<file path="src/shared/hms_cfg.svh">
// Register map, field positions and reset values for the homing sequencer
`ifndef HMS_CFG_SVH
`define HMS_CFG_SVH

// Register byte offsets
`define HMS_OFS_CTRL 4'h0
`define HMS_OFS_STAT 4'h4
`define HMS_OFS_HOME 4'h8
`define HMS_OFS_POS 4'hC

// Control fields
`define HMS_CTRL_MTH_LO 0
`define HMS_CTRL_MTH_HI 5
`define HMS_CTRL_START 8
`define HMS_CTRL_CLR 9

// Status fields
`define HMS_STAT_BUSY 0
`define HMS_STAT_DONE 1
`define HMS_STAT_INV 2
`define HMS_STAT_ALM 3

// Method numbers with special handling
`define HMS_M_MAX 6'h23
`define HMS_M_NOIDX_LO 6'h11
`define HMS_M_NOIDX_HI 6'h1E
`define HMS_M_NOIDX_OFS 6'h10
`define HMS_M_IDX_NEG 6'h21
`define HMS_M_IDX_POS 6'h22
`define HMS_M_HERE 6'h23

// Reset values
`define HMS_RST_METHOD 6'h00
`define HMS_RST_HOME 32'h0000_0000

`endif

</file>
<file path="src/shared/hms_pkg.sv">
// Types shared by the homing sequencer modules
`default_nettype none

package hms_pkg;

   // Sequencer states, one-hot
   typedef enum logic [2:0] {
      HMS_IDLE = 3'b001,
      HMS_FAST = 3'b010,
      HMS_INDEX = 3'b100
   } hms_state_t;

   // How the first direction is picked
   typedef enum logic [1:0] {
      HMS_SD_POS = 2'h0,
      HMS_SD_NEG = 2'h1,
      HMS_SD_POS_IF_OFF = 2'h2,
      HMS_SD_NEG_IF_OFF = 2'h3
   } hms_start_t;

   // Switch input index, also the edge vector bit
   typedef enum logic [1:0] {
      HMS_SIG_HOME = 2'h0,
      HMS_SIG_NLIM = 2'h1,
      HMS_SIG_PLIM = 2'h2
   } hms_sig_t;

   // Reaction to a limit switch during the search
   typedef enum logic [1:0] {
      HMS_LIM_NONE = 2'h0,
      HMS_LIM_ABORT = 2'h1,
      HMS_LIM_REV = 2'h2
   } hms_lim_t;

   // Method descriptor
   typedef struct packed {
      hms_start_t start;
      hms_sig_t sig;
      logic rise;
      logic tdir;
      logic idir;
      logic idx;
      hms_lim_t lim;
   } hms_desc_t;

endpackage : hms_pkg

`default_nettype wire

</file>
<file path="src/shared/hms_evt_if.sv">
// Switch level and edge events between the edge detector and the sequencer
`default_nettype none

interface hms_evt_if;
   logic [3:0] lvl;
   logic [3:0] rise;
   logic [3:0] fall;
   modport src (output lvl, output rise, output fall);
   modport dst (input lvl, input rise, input fall);
endinterface : hms_evt_if

`default_nettype wire

</file>
<file path="src/hms_edge.sv">
// Edge detector for the home, limit and index inputs
`default_nettype none

module hms_edge (
   input wire logic clk_sys,
   input wire logic nrst,
   input wire logic [3:0] sig_in,
   hms_evt_if.src evt
);
   logic [3:0] prev_q;

   ////////////////////////////////////////////////////////////
   // Previous sample, one per input
   genvar gi;
   generate
      for (gi = 0; gi < 4; gi++) begin : g_edge
         always_ff @(posedge clk_sys or negedge nrst) begin
            if (!nrst) begin
               prev_q[gi] <= 1'b0;
            end else begin
               prev_q[gi] <= sig_in[gi];
            end
         end
         // Both edge directions reported
         assign evt.rise[gi] = sig_in[gi] & ~prev_q[gi];
         assign evt.fall[gi] = ~sig_in[gi] & prev_q[gi];
         assign evt.lvl[gi] = sig_in[gi];
      end
   endgenerate

endmodule : hms_edge

`default_nettype wire

</file>
<file path="src/hms_top.sv">
// Homing method sequencer with Avalon-MM register access
`default_nettype none
`include "hms_cfg.svh"

// How it works
// - Method 10: start positive, slow at home fall, index positive.
// - Method 11: negative if switch off else positive; fall moving positive, index.
// - Method 12: negative if switch off else positive; rise moving negative, index.
// - Method 13: start negative; switch rise moving positive slows, index positive.
// - Method 14: start negative; fall moving negative slows, index negative.
// - Method 17: like method 1, home at negative limit rise, no index.
// - Method 18: like method 2, home at positive limit rise, no index.
// - Method 19: like method 3, home at switch fall moving negative.
// - Method 20: like method 4, home at switch rise moving positive.
// - Method 21: like method 5, home at switch fall moving positive.
// - Method 22: like method 6, home at switch rise moving negative.
// - Methods 23-26 follow 7-10, home at the switch edge.
// - Methods 27-30 follow 11-14, home at the switch edge.
// - Method 33: search index negative at once, home there.
// - Method 34: search index positive at once, home there.
// - Method 35: no motion, present position becomes home.
// - Methods 3-6 and 19-22 abort with alarm on any limit.
// - Home and both limits are separate inputs; both home edges acted on, limits only by rise and level.
module hms_top
   import hms_pkg::*;
(
   input wire logic clk_sys,
   input wire logic nrst,
   input wire logic [3:0] avs_address,
   input wire logic avs_read,
   input wire logic avs_write,
   input wire logic [31:0] avs_writedata,
   output logic [31:0] avs_readdata,
   output logic avs_waitrequest,
   input wire logic home_switch_input,
   input wire logic negative_limit_input,
   input wire logic positive_limit_input,
   input wire logic enc_index,
   input wire logic enc_step,
   input wire logic enc_dir_pos,
   output logic mot_run,
   output logic mot_dir_pos,
   output logic mot_fast,
   output logic home_done,
   output logic home_alarm
);
   import hms_pkg::*;

   ////////////////////////////////////////////////////////////
   // Declarations
   hms_evt_if evt ();
   hms_state_t state_q;
   hms_desc_t dsc_q;
   hms_desc_t dsc_d;
   logic ack_q;
   logic [31:0] rdata_q;
   logic [5:0] method_q;
   logic [31:0] home_q;
   logic [31:0] pos_q;
   logic dir_q;
   logic fast_q;
   logic done_q;
   logic inv_q;
   logic alm_q;
   logic wr_take;
   logic go;
   logic clr;
   logic trig;
   logic other;
   logic lim_hit;
   logic hit_fast;
   logic hit_index;
   logic abort_fast;
   logic abort_index;
   logic start_ok;
   logic start_bad;
   logic here;
   logic set_home;
   logic init_dir;

   ////////////////////////////////////////////////////////////
   // Method helpers

   // True for methods that may run
   function automatic logic hms_valid(input logic [5:0] m);
      logic ok;
      ok = (m != 6'h00) && (m <= `HMS_M_MAX);
      ok = ok && (m != 6'h0F) && (m != 6'h10);
      ok = ok && (m != 6'h1F) && (m != 6'h20);
      return ok;
   endfunction : hms_valid

   // Search descriptor for methods 1 to 30
   function automatic hms_desc_t hms_desc(input logic [5:0] m);
      hms_desc_t d;
      logic [5:0] b;
      logic noidx;
      noidx = (m >= `HMS_M_NOIDX_LO) && (m <= `HMS_M_NOIDX_HI);
      b = noidx ? (m - `HMS_M_NOIDX_OFS) : m;
      d = '{HMS_SD_POS, HMS_SIG_HOME, 1'b0, 1'b0, 1'b0, 1'b1, HMS_LIM_REV};
      d.idx = ~noidx;
      case (b)
         6'h01: d = '{HMS_SD_NEG, HMS_SIG_NLIM, 1'b1, 1'b0, 1'b1, ~noidx, HMS_LIM_NONE};
         6'h02: d = '{HMS_SD_POS, HMS_SIG_PLIM, 1'b1, 1'b1, 1'b0, ~noidx, HMS_LIM_NONE};
         6'h03: d = '{HMS_SD_POS_IF_OFF, HMS_SIG_HOME, 1'b0, 1'b0, 1'b0, ~noidx, HMS_LIM_ABORT};
         6'h04: d = '{HMS_SD_POS_IF_OFF, HMS_SIG_HOME, 1'b1, 1'b1, 1'b1, ~noidx, HMS_LIM_ABORT};
         6'h05: d = '{HMS_SD_NEG_IF_OFF, HMS_SIG_HOME, 1'b0, 1'b1, 1'b1, ~noidx, HMS_LIM_ABORT};
         6'h06: d = '{HMS_SD_NEG_IF_OFF, HMS_SIG_HOME, 1'b1, 1'b0, 1'b0, ~noidx, HMS_LIM_ABORT};
         6'h07: d = '{HMS_SD_POS_IF_OFF, HMS_SIG_HOME, 1'b0, 1'b0, 1'b0, ~noidx, HMS_LIM_REV};
         6'h08: d = '{HMS_SD_POS_IF_OFF, HMS_SIG_HOME, 1'b1, 1'b1, 1'b1, ~noidx, HMS_LIM_REV};
         6'h09: d = '{HMS_SD_POS, HMS_SIG_HOME, 1'b1, 1'b0, 1'b0, ~noidx, HMS_LIM_REV};
         6'h0A: d = '{HMS_SD_POS, HMS_SIG_HOME, 1'b0, 1'b1, 1'b1, ~noidx, HMS_LIM_REV};
         6'h0B: d = '{HMS_SD_NEG_IF_OFF, HMS_SIG_HOME, 1'b0, 1'b1, 1'b1, ~noidx, HMS_LIM_REV};
         6'h0C: d = '{HMS_SD_NEG_IF_OFF, HMS_SIG_HOME, 1'b1, 1'b0, 1'b0, ~noidx, HMS_LIM_REV};
         6'h0D: d = '{HMS_SD_NEG, HMS_SIG_HOME, 1'b1, 1'b1, 1'b1, ~noidx, HMS_LIM_REV};
         6'h0E: d = '{HMS_SD_NEG, HMS_SIG_HOME, 1'b0, 1'b0, 1'b0, ~noidx, HMS_LIM_REV};
         default: d.idx = d.idx;
      endcase
      return d;
   endfunction : hms_desc

   ////////////////////////////////////////////////////////////
   // Edge detection on switches and index
   hms_edge u_edge (
      .clk_sys(clk_sys),
      .nrst(nrst),
      .sig_in({enc_index, positive_limit_input, negative_limit_input, home_switch_input}),
      .evt(evt)
   );

   ////////////////////////////////////////////////////////////
   // Avalon-MM slave

   // One wait cycle, then the answer
   assign avs_waitrequest = (avs_read | avs_write) & ~ack_q;
   assign wr_take = avs_write & ack_q;
   assign avs_readdata = rdata_q;

   // Acknowledge pulses high for one cycle per request
   always_ff @(posedge clk_sys or negedge nrst) begin
      if (!nrst) begin
         ack_q <= 1'b0;
      end else begin
         ack_q <= (avs_read | avs_write) & ~ack_q;
      end
   end

   // Read data captured in the wait cycle
   always_ff @(posedge clk_sys or negedge nrst) begin
      if (!nrst) begin
         rdata_q <= 32'h0000_0000;
      end else if (avs_read & ~ack_q) begin
         unique case (avs_address)
            `HMS_OFS_CTRL: rdata_q <= {26'h0000000, method_q};
            `HMS_OFS_STAT: rdata_q <= {28'h0000000, alm_q, inv_q, done_q, ~state_q[0]};
            `HMS_OFS_HOME: rdata_q <= home_q;
            `HMS_OFS_POS: rdata_q <= pos_q;
            default: rdata_q <= 32'h0000_0000;
         endcase
      end
   end

   // Control decode
   assign go = wr_take & (avs_address == `HMS_OFS_CTRL) & avs_writedata[`HMS_CTRL_START];
   assign clr = wr_take & (avs_address == `HMS_OFS_CTRL) & avs_writedata[`HMS_CTRL_CLR];

   // Method select, held while busy
   always_ff @(posedge clk_sys or negedge nrst) begin
      if (!nrst) begin
         method_q <= `HMS_RST_METHOD;
      end else if (wr_take && avs_address == `HMS_OFS_CTRL && state_q == HMS_IDLE) begin
         method_q <= avs_writedata[`HMS_CTRL_MTH_HI:`HMS_CTRL_MTH_LO];
      end
   end

   // Home position value
   always_ff @(posedge clk_sys or negedge nrst) begin
      if (!nrst) begin
         home_q <= `HMS_RST_HOME;
      end else if (wr_take && avs_address == `HMS_OFS_HOME) begin
         home_q <= avs_writedata;
      end
   end

   ////////////////////////////////////////////////////////////
   // Start decode

   // Method taken from the write data of the start write
   assign dsc_d = hms_desc(avs_writedata[`HMS_CTRL_MTH_HI:`HMS_CTRL_MTH_LO]);
   assign start_ok = go & (state_q == HMS_IDLE)
      & hms_valid(avs_writedata[`HMS_CTRL_MTH_HI:`HMS_CTRL_MTH_LO]);
   assign start_bad = go & (state_q == HMS_IDLE)
      & ~hms_valid(avs_writedata[`HMS_CTRL_MTH_HI:`HMS_CTRL_MTH_LO]);
   assign here = start_ok & (avs_writedata[`HMS_CTRL_MTH_HI:`HMS_CTRL_MTH_LO] == `HMS_M_HERE);

   // First direction, fixed or from the home switch state at start
   always_comb begin
      unique case (dsc_d.start)
         HMS_SD_POS: init_dir = 1'b1;
         HMS_SD_NEG: init_dir = 1'b0;
         HMS_SD_POS_IF_OFF: init_dir = ~evt.lvl[HMS_SIG_HOME];
         HMS_SD_NEG_IF_OFF: init_dir = evt.lvl[HMS_SIG_HOME];
      endcase
   end

   ////////////////////////////////////////////////////////////
   // Search events

   // Trigger edge of the selected switch in the trigger direction
   assign trig = (dsc_q.rise ? evt.rise[dsc_q.sig] : evt.fall[dsc_q.sig]) & (dir_q == dsc_q.tdir);
   // Any other home switch edge turns the axis toward the trigger side
   assign other = (dsc_q.sig == HMS_SIG_HOME)
      & (evt.rise[HMS_SIG_HOME] | evt.fall[HMS_SIG_HOME]) & ~trig;
   assign lim_hit = evt.lvl[HMS_SIG_NLIM] | evt.lvl[HMS_SIG_PLIM];
   assign abort_fast = (state_q == HMS_FAST) & (dsc_q.lim == HMS_LIM_ABORT) & lim_hit;
   // Index search stops on the limit ahead, or on any limit for abort methods
   assign abort_index = (state_q == HMS_INDEX)
      & ((dsc_q.lim == HMS_LIM_ABORT) ? lim_hit
      : (dir_q ? evt.lvl[HMS_SIG_PLIM] : evt.lvl[HMS_SIG_NLIM]));
   assign hit_fast = (state_q == HMS_FAST) & ~abort_fast & trig & ~dsc_q.idx;
   assign hit_index = (state_q == HMS_INDEX) & ~abort_index & evt.rise[3];
   assign set_home = hit_fast | hit_index | here;

   ////////////////////////////////////////////////////////////
   // Sequencer
   always_ff @(posedge clk_sys or negedge nrst) begin
      if (!nrst) begin
         state_q <= HMS_IDLE;
         dsc_q <= '{HMS_SD_POS, HMS_SIG_HOME, 1'b0, 1'b0, 1'b0, 1'b0, HMS_LIM_NONE};
         dir_q <= 1'b1;
         fast_q <= 1'b0;
      end else begin
         unique case (state_q)
            HMS_IDLE: begin
               if (start_ok && !here) begin
                  dsc_q <= dsc_d;
                  if (avs_writedata[`HMS_CTRL_MTH_HI:`HMS_CTRL_MTH_LO] == `HMS_M_IDX_NEG) begin
                     state_q <= HMS_INDEX;
                     dir_q <= 1'b0;
                     fast_q <= 1'b0;
                  end else if (avs_writedata[`HMS_CTRL_MTH_HI:`HMS_CTRL_MTH_LO] == `HMS_M_IDX_POS) begin
                     state_q <= HMS_INDEX;
                     dir_q <= 1'b1;
                     fast_q <= 1'b0;
                  end else begin
                     state_q <= HMS_FAST;
                     dir_q <= init_dir;
                     fast_q <= 1'b1;
                  end
               end
            end
            HMS_FAST: begin
               if (abort_fast) begin
                  state_q <= HMS_IDLE;
               end else if (trig && dsc_q.idx) begin
                  state_q <= HMS_INDEX;
                  fast_q <= 1'b0;
                  dir_q <= dsc_q.idir;
               end else if (trig) begin
                  state_q <= HMS_IDLE;
               end else if (other) begin
                  dir_q <= dsc_q.tdir;
               end else if (dsc_q.lim == HMS_LIM_REV && evt.lvl[HMS_SIG_NLIM] && !dir_q) begin
                  dir_q <= 1'b1;
               end else if (dsc_q.lim == HMS_LIM_REV && evt.lvl[HMS_SIG_PLIM] && dir_q) begin
                  dir_q <= 1'b0;
               end
            end
            HMS_INDEX: begin
               if (abort_index || hit_index) begin
                  state_q <= HMS_IDLE;
               end
            end
         endcase
      end
   end

   ////////////////////////////////////////////////////////////
   // Position counter, loaded with home at the home point
   always_ff @(posedge clk_sys or negedge nrst) begin
      if (!nrst) begin
         pos_q <= 32'h0000_0000;
      end else if (set_home) begin
         pos_q <= home_q;
      end else if (enc_step) begin
         pos_q <= enc_dir_pos ? pos_q + 32'h0000_0001 : pos_q - 32'h0000_0001;
      end
   end

   ////////////////////////////////////////////////////////////
   // Sticky status, set wins over clear, an accepted start clears old results

   // Homing complete
   always_ff @(posedge clk_sys or negedge nrst) begin
      if (!nrst) begin
         done_q <= 1'b0;
      end else if (set_home) begin
         done_q <= 1'b1;
      end else if (clr || start_ok) begin
         done_q <= 1'b0;
      end
   end

   // Invalid method setting
   always_ff @(posedge clk_sys or negedge nrst) begin
      if (!nrst) begin
         inv_q <= 1'b0;
      end else if (start_bad) begin
         inv_q <= 1'b1;
      end else if (clr || start_ok) begin
         inv_q <= 1'b0;
      end
   end

   // Limit alarm
   always_ff @(posedge clk_sys or negedge nrst) begin
      if (!nrst) begin
         alm_q <= 1'b0;
      end else if (abort_fast || abort_index) begin
         alm_q <= 1'b1;
      end else if (clr || start_ok) begin
         alm_q <= 1'b0;
      end
   end

   ////////////////////////////////////////////////////////////
   // Motion profile and status outputs
   assign mot_run = ~state_q[0];
   assign mot_dir_pos = dir_q;
   assign mot_fast = fast_q & state_q[1];
   assign home_done = done_q;
   assign home_alarm = alm_q;

endmodule : hms_top

`default_nettype wire

</file>
<file path="config.mk">
export PLATFORM = sky130hd
export DESIGN_NAME = hms_top
export DESIGN_NICKNAME = d
export VERILOG_FILES = /design/src/shared/hms_pkg.sv /design/src/shared/hms_evt_if.sv /design/src/hms_edge.sv /design/src/hms_top.sv
export VERILOG_INCLUDE_DIRS = /design/src /design/src/shared
export SDC_FILE = /design/constraint.sdc
export NUM_CORES = 1
export LEC_CHECK = 0
export ABC_CLOCK_PERIOD_IN_PS = 4100
export BUFFER_PORTS_ARGS = -buffer_cell sky130_fd_sc_hd__buf_2
export CORE_MARGIN = 2
export CORE_UTILIZATION = 49
export CTS_CLUSTER_SIZE = 8
export DETAILED_ROUTE_END_ITERATION = 10
export PLACE_DENSITY = 0.76
export SLEW_MARGIN = 0
export SYNTH_ARGS = -nofsm -noshare
export SYNTH_HDL_FRONTEND = slang
export SYNTH_SLANG_ARGS = --single-unit
</file>
<file path="constraint.sdc">
create_clock -name clk_sys -period 4.1 [get_ports clk_sys]
set_input_delay 0 -clock clk_sys [delete_from_list [all_inputs] [get_ports clk_sys]]
set_output_delay 0 -clock clk_sys [all_outputs]
set_load 0.02 [all_outputs]
</file>
* After elaboration in Yosys (flattened, before gate mapping) *
Index checks and enable logic that the tools add are counted.

operators by class
  add/subtract/negate cells = 3
  $lt $le $gt $ge = 4
  eq/ne operators = 40
  multiplexer cells = 43
  bitwise gates (word level) = 51
  reductions and logical operators = 39

operators by type and width
  kind                   number
  $pmux 32 s4            1
  $mux 32                3
  $pmux 7 s10            1
  $eq 6x4->1 const B     7
  $add 32x1->32 const B  1
  $sub 32x1->32 const B  1
  $and 1x1->1            30
  $eq 6x3->1 const B     4
  $mux 1                 23
  $mux 3                 7
  $eq 6x6->1 const B     3
  $not 1->1              16
  $logic_and 1x1->1      15
  $eq 6x2->1 const B     2
  $ne 6x5->1 const B     2
  $reduce_bool 2->1      5
  $reduce_or 2->1        5
  $pmux 3 s3             1
  $eq 4x4->1 const B     2
  $eq 2x2->1 const B     3
  $eq 6x1->1 const B     1
  $ge 6x5->1 const B     1
  $le 6x5->1 const B     1
  $le 6x6->1 const B     1
  other kinds (31)       44

storage, ports and cells
  register bits = 123
  input port bits = 46
  output and inout bits = 38
  word-level logic and storage cells = 201

* Depth between registers and ports, before layout *
  depth in word-level cells = 13
  gate-level depth with buffers = 11

* Hierarchy *
Synthesis repeated with hierarchy kept, for this count alone.

second synthesis, totals
  cell total of the unflattened synthesis = 793
  area, all modules = 7414.6 µm²

by module, submodules not included
  module    times used  cells an instance  area each (µm²)  seq. area each (µm²)
  hms_top   1           777                7234.4           2980.4
  hms_edge  1           16                 180.2            100.1

* Worst setup path after synthesis *
Ideal clock, no wire load.

  kind = input-to-reg
  start = input port enc_dir_pos
  end = register pos_q[29]
  data arrival time = 2.957 ns
  required time = 3.961 ns
  setup slack = 1.004 ns
  stages on the path = 11
  cells stage by stage = inv_1 ha_1 a211oi_2 o21ai_1 a221o_1 a221oi_2 a211oi_1 or3_4 a31oi_4 xor2_1 o221ai_1

on the way
  cells in the longest elaborated chain, start to end = 3

RTL lines
  what                    line            source
  start: declaration      hms_top.sv:40   input wire logic enc_dir_pos,
  $mux 32                 hms_top.sv:286  pos_q <= enc_dir_pos ? pos_q + 32'h0000_0001 : pos_q - 32'h0000_0001;
  $mux 32                 hms_top.sv:285  end else if (enc_step) begin
  $mux 32                 hms_top.sv:283  end else if (set_home) begin
  end signal: assignment  hms_top.sv:284  pos_q <= home_q;
  end signal: assignment  hms_top.sv:286
  end: declaration        hms_top.sv:59   logic [31:0] pos_q;

Every way passes these cells. The select of a mux whose other input is x is not followed.
A chain may end at the register's enable or synchronous reset.

* Worst setup path in the final report *
  start = register pos_q[0]
  end = register pos_q[30]

on the way
  cells in the longest elaborated chain, start to end = 4
  elaborated cells on any way between the ends = 5
  those cells by class = add/sub: 2; mux: 3

RTL lines
  what                                                   line
  $sub 32x1->32 / $add 32x1->32 (equally long branches)  hms_top.sv:286
  $mux 32 *                                              hms_top.sv:286
  $mux 32 *                                              hms_top.sv:285
  $mux 32 *                                              hms_top.sv:283

Mark *: on every way between the ends. The rest lies on a longest branch, timed or not. The select of a mux whose other input is x is not followed.

==> implementation parameters <==
Parameter                              Value

Global routing
  Met2 global-route usage    38.5%
  Top Usage Layer GRT    met2
  Total global-route track usage    23.6%
  Remaining global-route overflow    0
  First-pass GRT wire length    30,700 µm
  Maximum number of pins on one net before global-route repair    59
  Number of antenna violations at the first check in global routing    0
  Vias in the first global route    6,322
  Met3 Use GR    between 5 and 6%
  Grt met1 use    31.1%

Detailed routing
  Vias    6,457
  Number of antenna-violating nets in the routed design    0
  Number of optimization iterations in the first detailed-route pass    5
  Number of remaining DRC errors    0
  First DRT Iteration DRCs    just under 400
  Final routed wire length divided by cell count    16.4 µm
  Number of vias per cell    5.82
  Final WL    approximately 18,000 µm

Floorplan
  Die Area    16,200 µm²
  Placeable core region    about 15,000 µm²
  Floorplan die height    approximately 130 µm
  Die extent in x    about 130 µm
  Ports placed on the boundary    84
  Initial standard-cell utilization of the core    49.4%
  Row Count    45

Synthesis
  Number of flip-flops and latches in the synthesized netlist    123
  Mean cell area of the mapped netlist    between 9 and 10 µm²
  Post-Syn Nets    884
  Number of different library cells in the post-synthesis netlist    66
  Number of enable-type register cells in the synthesized netlist    0
  Portion of the post-synthesis area used by sequential elements    41.5%
  Area leader, netlist    sky130_fd_sc_hd__dfrtp_1
  Number of instances in the synthesized netlist    800
  Post-synth top area share    40.7%
  Cell Area, Synth    7430 µm²
  Largest cells by area after synthesis    sky130_fd_sc_hd__dfrtp_1, sky130_fd_sc_hd__ha_1, sky130_fd_sc_hd__mux2_2
  Count of synthesis-stage warnings from yosys    0
  Synth cell count leaders    sky130_fd_sc_hd__dfrtp_1, sky130_fd_sc_hd__nand2_1, sky130_fd_sc_hd__o21ai_0
  Proportion of register bits with asynchronous set or reset after synthesis    100%
  Ys flop type    sky130_fd_sc_hd__dfrtp_1
  Most frequently used cell type in the post-synthesis netlist    sky130_fd_sc_hd__dfrtp_1

Power
  P_leak    ~0.0042 µW
  Max IR drop VDD    about 390 µV
  Power, Total    5550 µW
  Pwr/cell area    615 nW/µm²

Worst setup path
  Launch point of the worst reg-to-reg path    pos_q[0]
  Delay contributed by the slowest stage of the critical path    0.49 ns
  Most frequent CP cell    sky130_fd_sc_hd__a211oi_1
  Top delay family on crit path    compound AO/OA/AOI/OAI gates
  Critical Path AT    about 3.4 ns
  List of cells traversed by the critical path    fa_1 -> a211oi_1 -> o211ai_1 -> a211oi_1 -> nor4_1 -> nor2_1 -> o311ai_2 -> a311oi_1 -> xor2_1 -> o221ai_1
  Crit start category    register
  Depth of the worst register-to-register path    10
  Crit Path Category    register to register
  Sum of buffers and inverters on the critical path    0
  Endpoint of the worst register-to-register path    pos_q[30]
  Critical path endpoint category    register
  Largest driver fanout on the critical path    5
  Crit path required time    4.39 ns
  Slowest cell on crit path    sky130_fd_sc_hd__a211oi_1
  Slack of the worst reg-to-reg path    about 0.95 ns
  Number of stages on the worst setup path    10

Clocking
  Maximum buffer depth of the clock tree    2
  Worst skew pair latency    0.43 ns
  H-Tree Level Count    4
  Number of buffers inserted during clock tree synthesis    17
  CTS tree    built
  Clock Sinks    123
  Clock-pin transition on the worst setup and hold timing paths    approximately 0.06 ns
  Number of gates resized after CTS    0
  Root Buffer Master    sky130_fd_sc_hd__clkbuf_16

Final layout
  Layout area overhead    21.4%
  Nets    slightly below 1,000
  Proportion of layout cells with a drive suffix above 1    18.8%
  Antenna fix cells    0

STA
  Final setup violation count    0
  Max Clk Rate    317 MHz
  Final cycle utilization of the critical path    between 70% and 80%
  Slew Limit Fails    0
  Setup repair after global routing missed its margin    false
  Slew at the pin closest to its max-slew limit    1.19 ns
  Worst slew margin relative to its limit    20.8%
  Final period demand of the worst path    3.15 ns
  Total count of hold-check failures in the final report    0
  Worst clock skew    ~0.010 ns
  Sum of negative setup slack    0 ns

Placed design
  Port Buf Inserts    83
  DP HPWL    12,200 µm
  Gpl congestion    0.888

Hold path
  Tightest Hold Check Type    input pin to asynchronous set/reset pin

Run status
  Status    finished, final reports clean

Flow run
  Maximum Capacitance Violations    0
-- stage by stage --
step / std cells / instance area (µm²) / worst slack [ns] / utilization [%] / hold WS (ns)
final: 1110 / 9020 / 0.950 / 60.0 / 0.0415
after global routing: 1110 / 9020 / 0.633 / 60.0 / 0.0740
after CTS: 1110 / 9020 / 0.973 / 60.0 / 0.0314
after detailed placement: 1039 / 8020 / 0.690 / 53.3 / -0.0413
after global placement: 1039 / 8020 / 0.796 / 53.3 / -0.0433
after floorplan: 800 / 7430 / 1.00 / - / -0.296
-- worst max path at each step --
stage | to | start
3_3_place_gp | pos_q[29] | enc_dir_pos
4_1_cts | pos_q[30] | pos_q[0]
6_report | pos_q[30] | pos_q[0]
3_5_place_dp | pos_q[29] | enc_dir_pos
2_1_floorplan | pos_q[29] | enc_dir_pos
5_1_grt | pos_q[30] | pos_q[0]
-- flip-flops by register name, indices dropped and copies added, names as in the netlist --
register / count
avs_readdata: 32
ack_q: 1
home_alarm: 1
mot_dir_pos: 1
home_q: 32
method_q: 6
u_edge.prev_q: 4
state_q: 3
home_done: 1
pos_q: 32
inv_q: 1
fast_q: 1
dsc_q: 8
-- metal layers --
layer	up-vias	wire length [µm]
li1	3127	-
met1	3115	8360
met2	184	8570
met3	31	842
met4	0	427
met5	-	0
-- logic make-up (layout without fill, tap and decap cells) --
family                     Yosys count  after routing  share of synthesized area, %
AOI/OAI and AO/OA                  248            248                          21.5
and+or+nand+nor                    230            230                          14.3
DFF                                123            123                          41.5
buffers and inverters               68            190                          3.49
muxes                               62             62                          9.09
adders and majority gates           38             38                          6.50
xor gates and xnor gates            31             31                          3.65
-- layout by cell type, fill, tap and decap left out, types with 28 or more instances in the layout --
| cell type | instances |
|---|---|
| sky130_fd_sc_hd__buf_2 | 82 |
| sky130_fd_sc_hd__nand2_1 | 94 |
| sky130_fd_sc_hd__ha_1 | 37 |
| sky130_fd_sc_hd__nor2_1 | 62 |
| sky130_fd_sc_hd__mux2_2 | 34 |
| sky130_fd_sc_hd__a22oi_1 | 28 |
| sky130_fd_sc_hd__dlygate4sd3_1 | 39 |
| sky130_fd_sc_hd__a21oi_1 | 61 |
| sky130_fd_sc_hd__o21ai_0 | 74 |
| sky130_fd_sc_hd__dfrtp_1 | 121 |
-- worst reg2reg max path, stage by stage, from the launching register on --
cell                       delay [ns]
sky130_fd_sc_hd__dfrtp_1         0.45
sky130_fd_sc_hd__fa_1            0.47
sky130_fd_sc_hd__a211oi_1        0.28
sky130_fd_sc_hd__o211ai_1        0.17
sky130_fd_sc_hd__a211oi_1        0.49
sky130_fd_sc_hd__nor4_1          0.13
sky130_fd_sc_hd__nor2_1          0.20
sky130_fd_sc_hd__o311ai_2        0.14
sky130_fd_sc_hd__a311oi_1        0.36
sky130_fd_sc_hd__xor2_1          0.19
sky130_fd_sc_hd__o221ai_1        0.13
-- where the power goes --
group	switching, µW	total [µW]	leakage [µW]	internal [µW]
registers	260	1770	0.00157	1510
clock network	561	1560	0.000299	1000
logic	1210	2220	0.00233	1010
-- area by class of cell --
cell class | count | area, µm²
repair buffers | 133 | 891
fillers | 1279 | 6010
well taps | 188 | 235
clock inverters | 11 | 143
inverters | 25 | 93.8
flip-flops and latches | 123 | 3080
multi-input cells | 609 | 4110
clock buffers | 21 | 470
-- repair_timing --
| item | 4_1_cts | 5_1_grt |
|---|---|---|
| hold buffers | 39 | 0 |
| setup buffers | 0 | 0 |
| hold endpoints to repair | 68 | 0 |
Power figures use the tool's default switching activity.
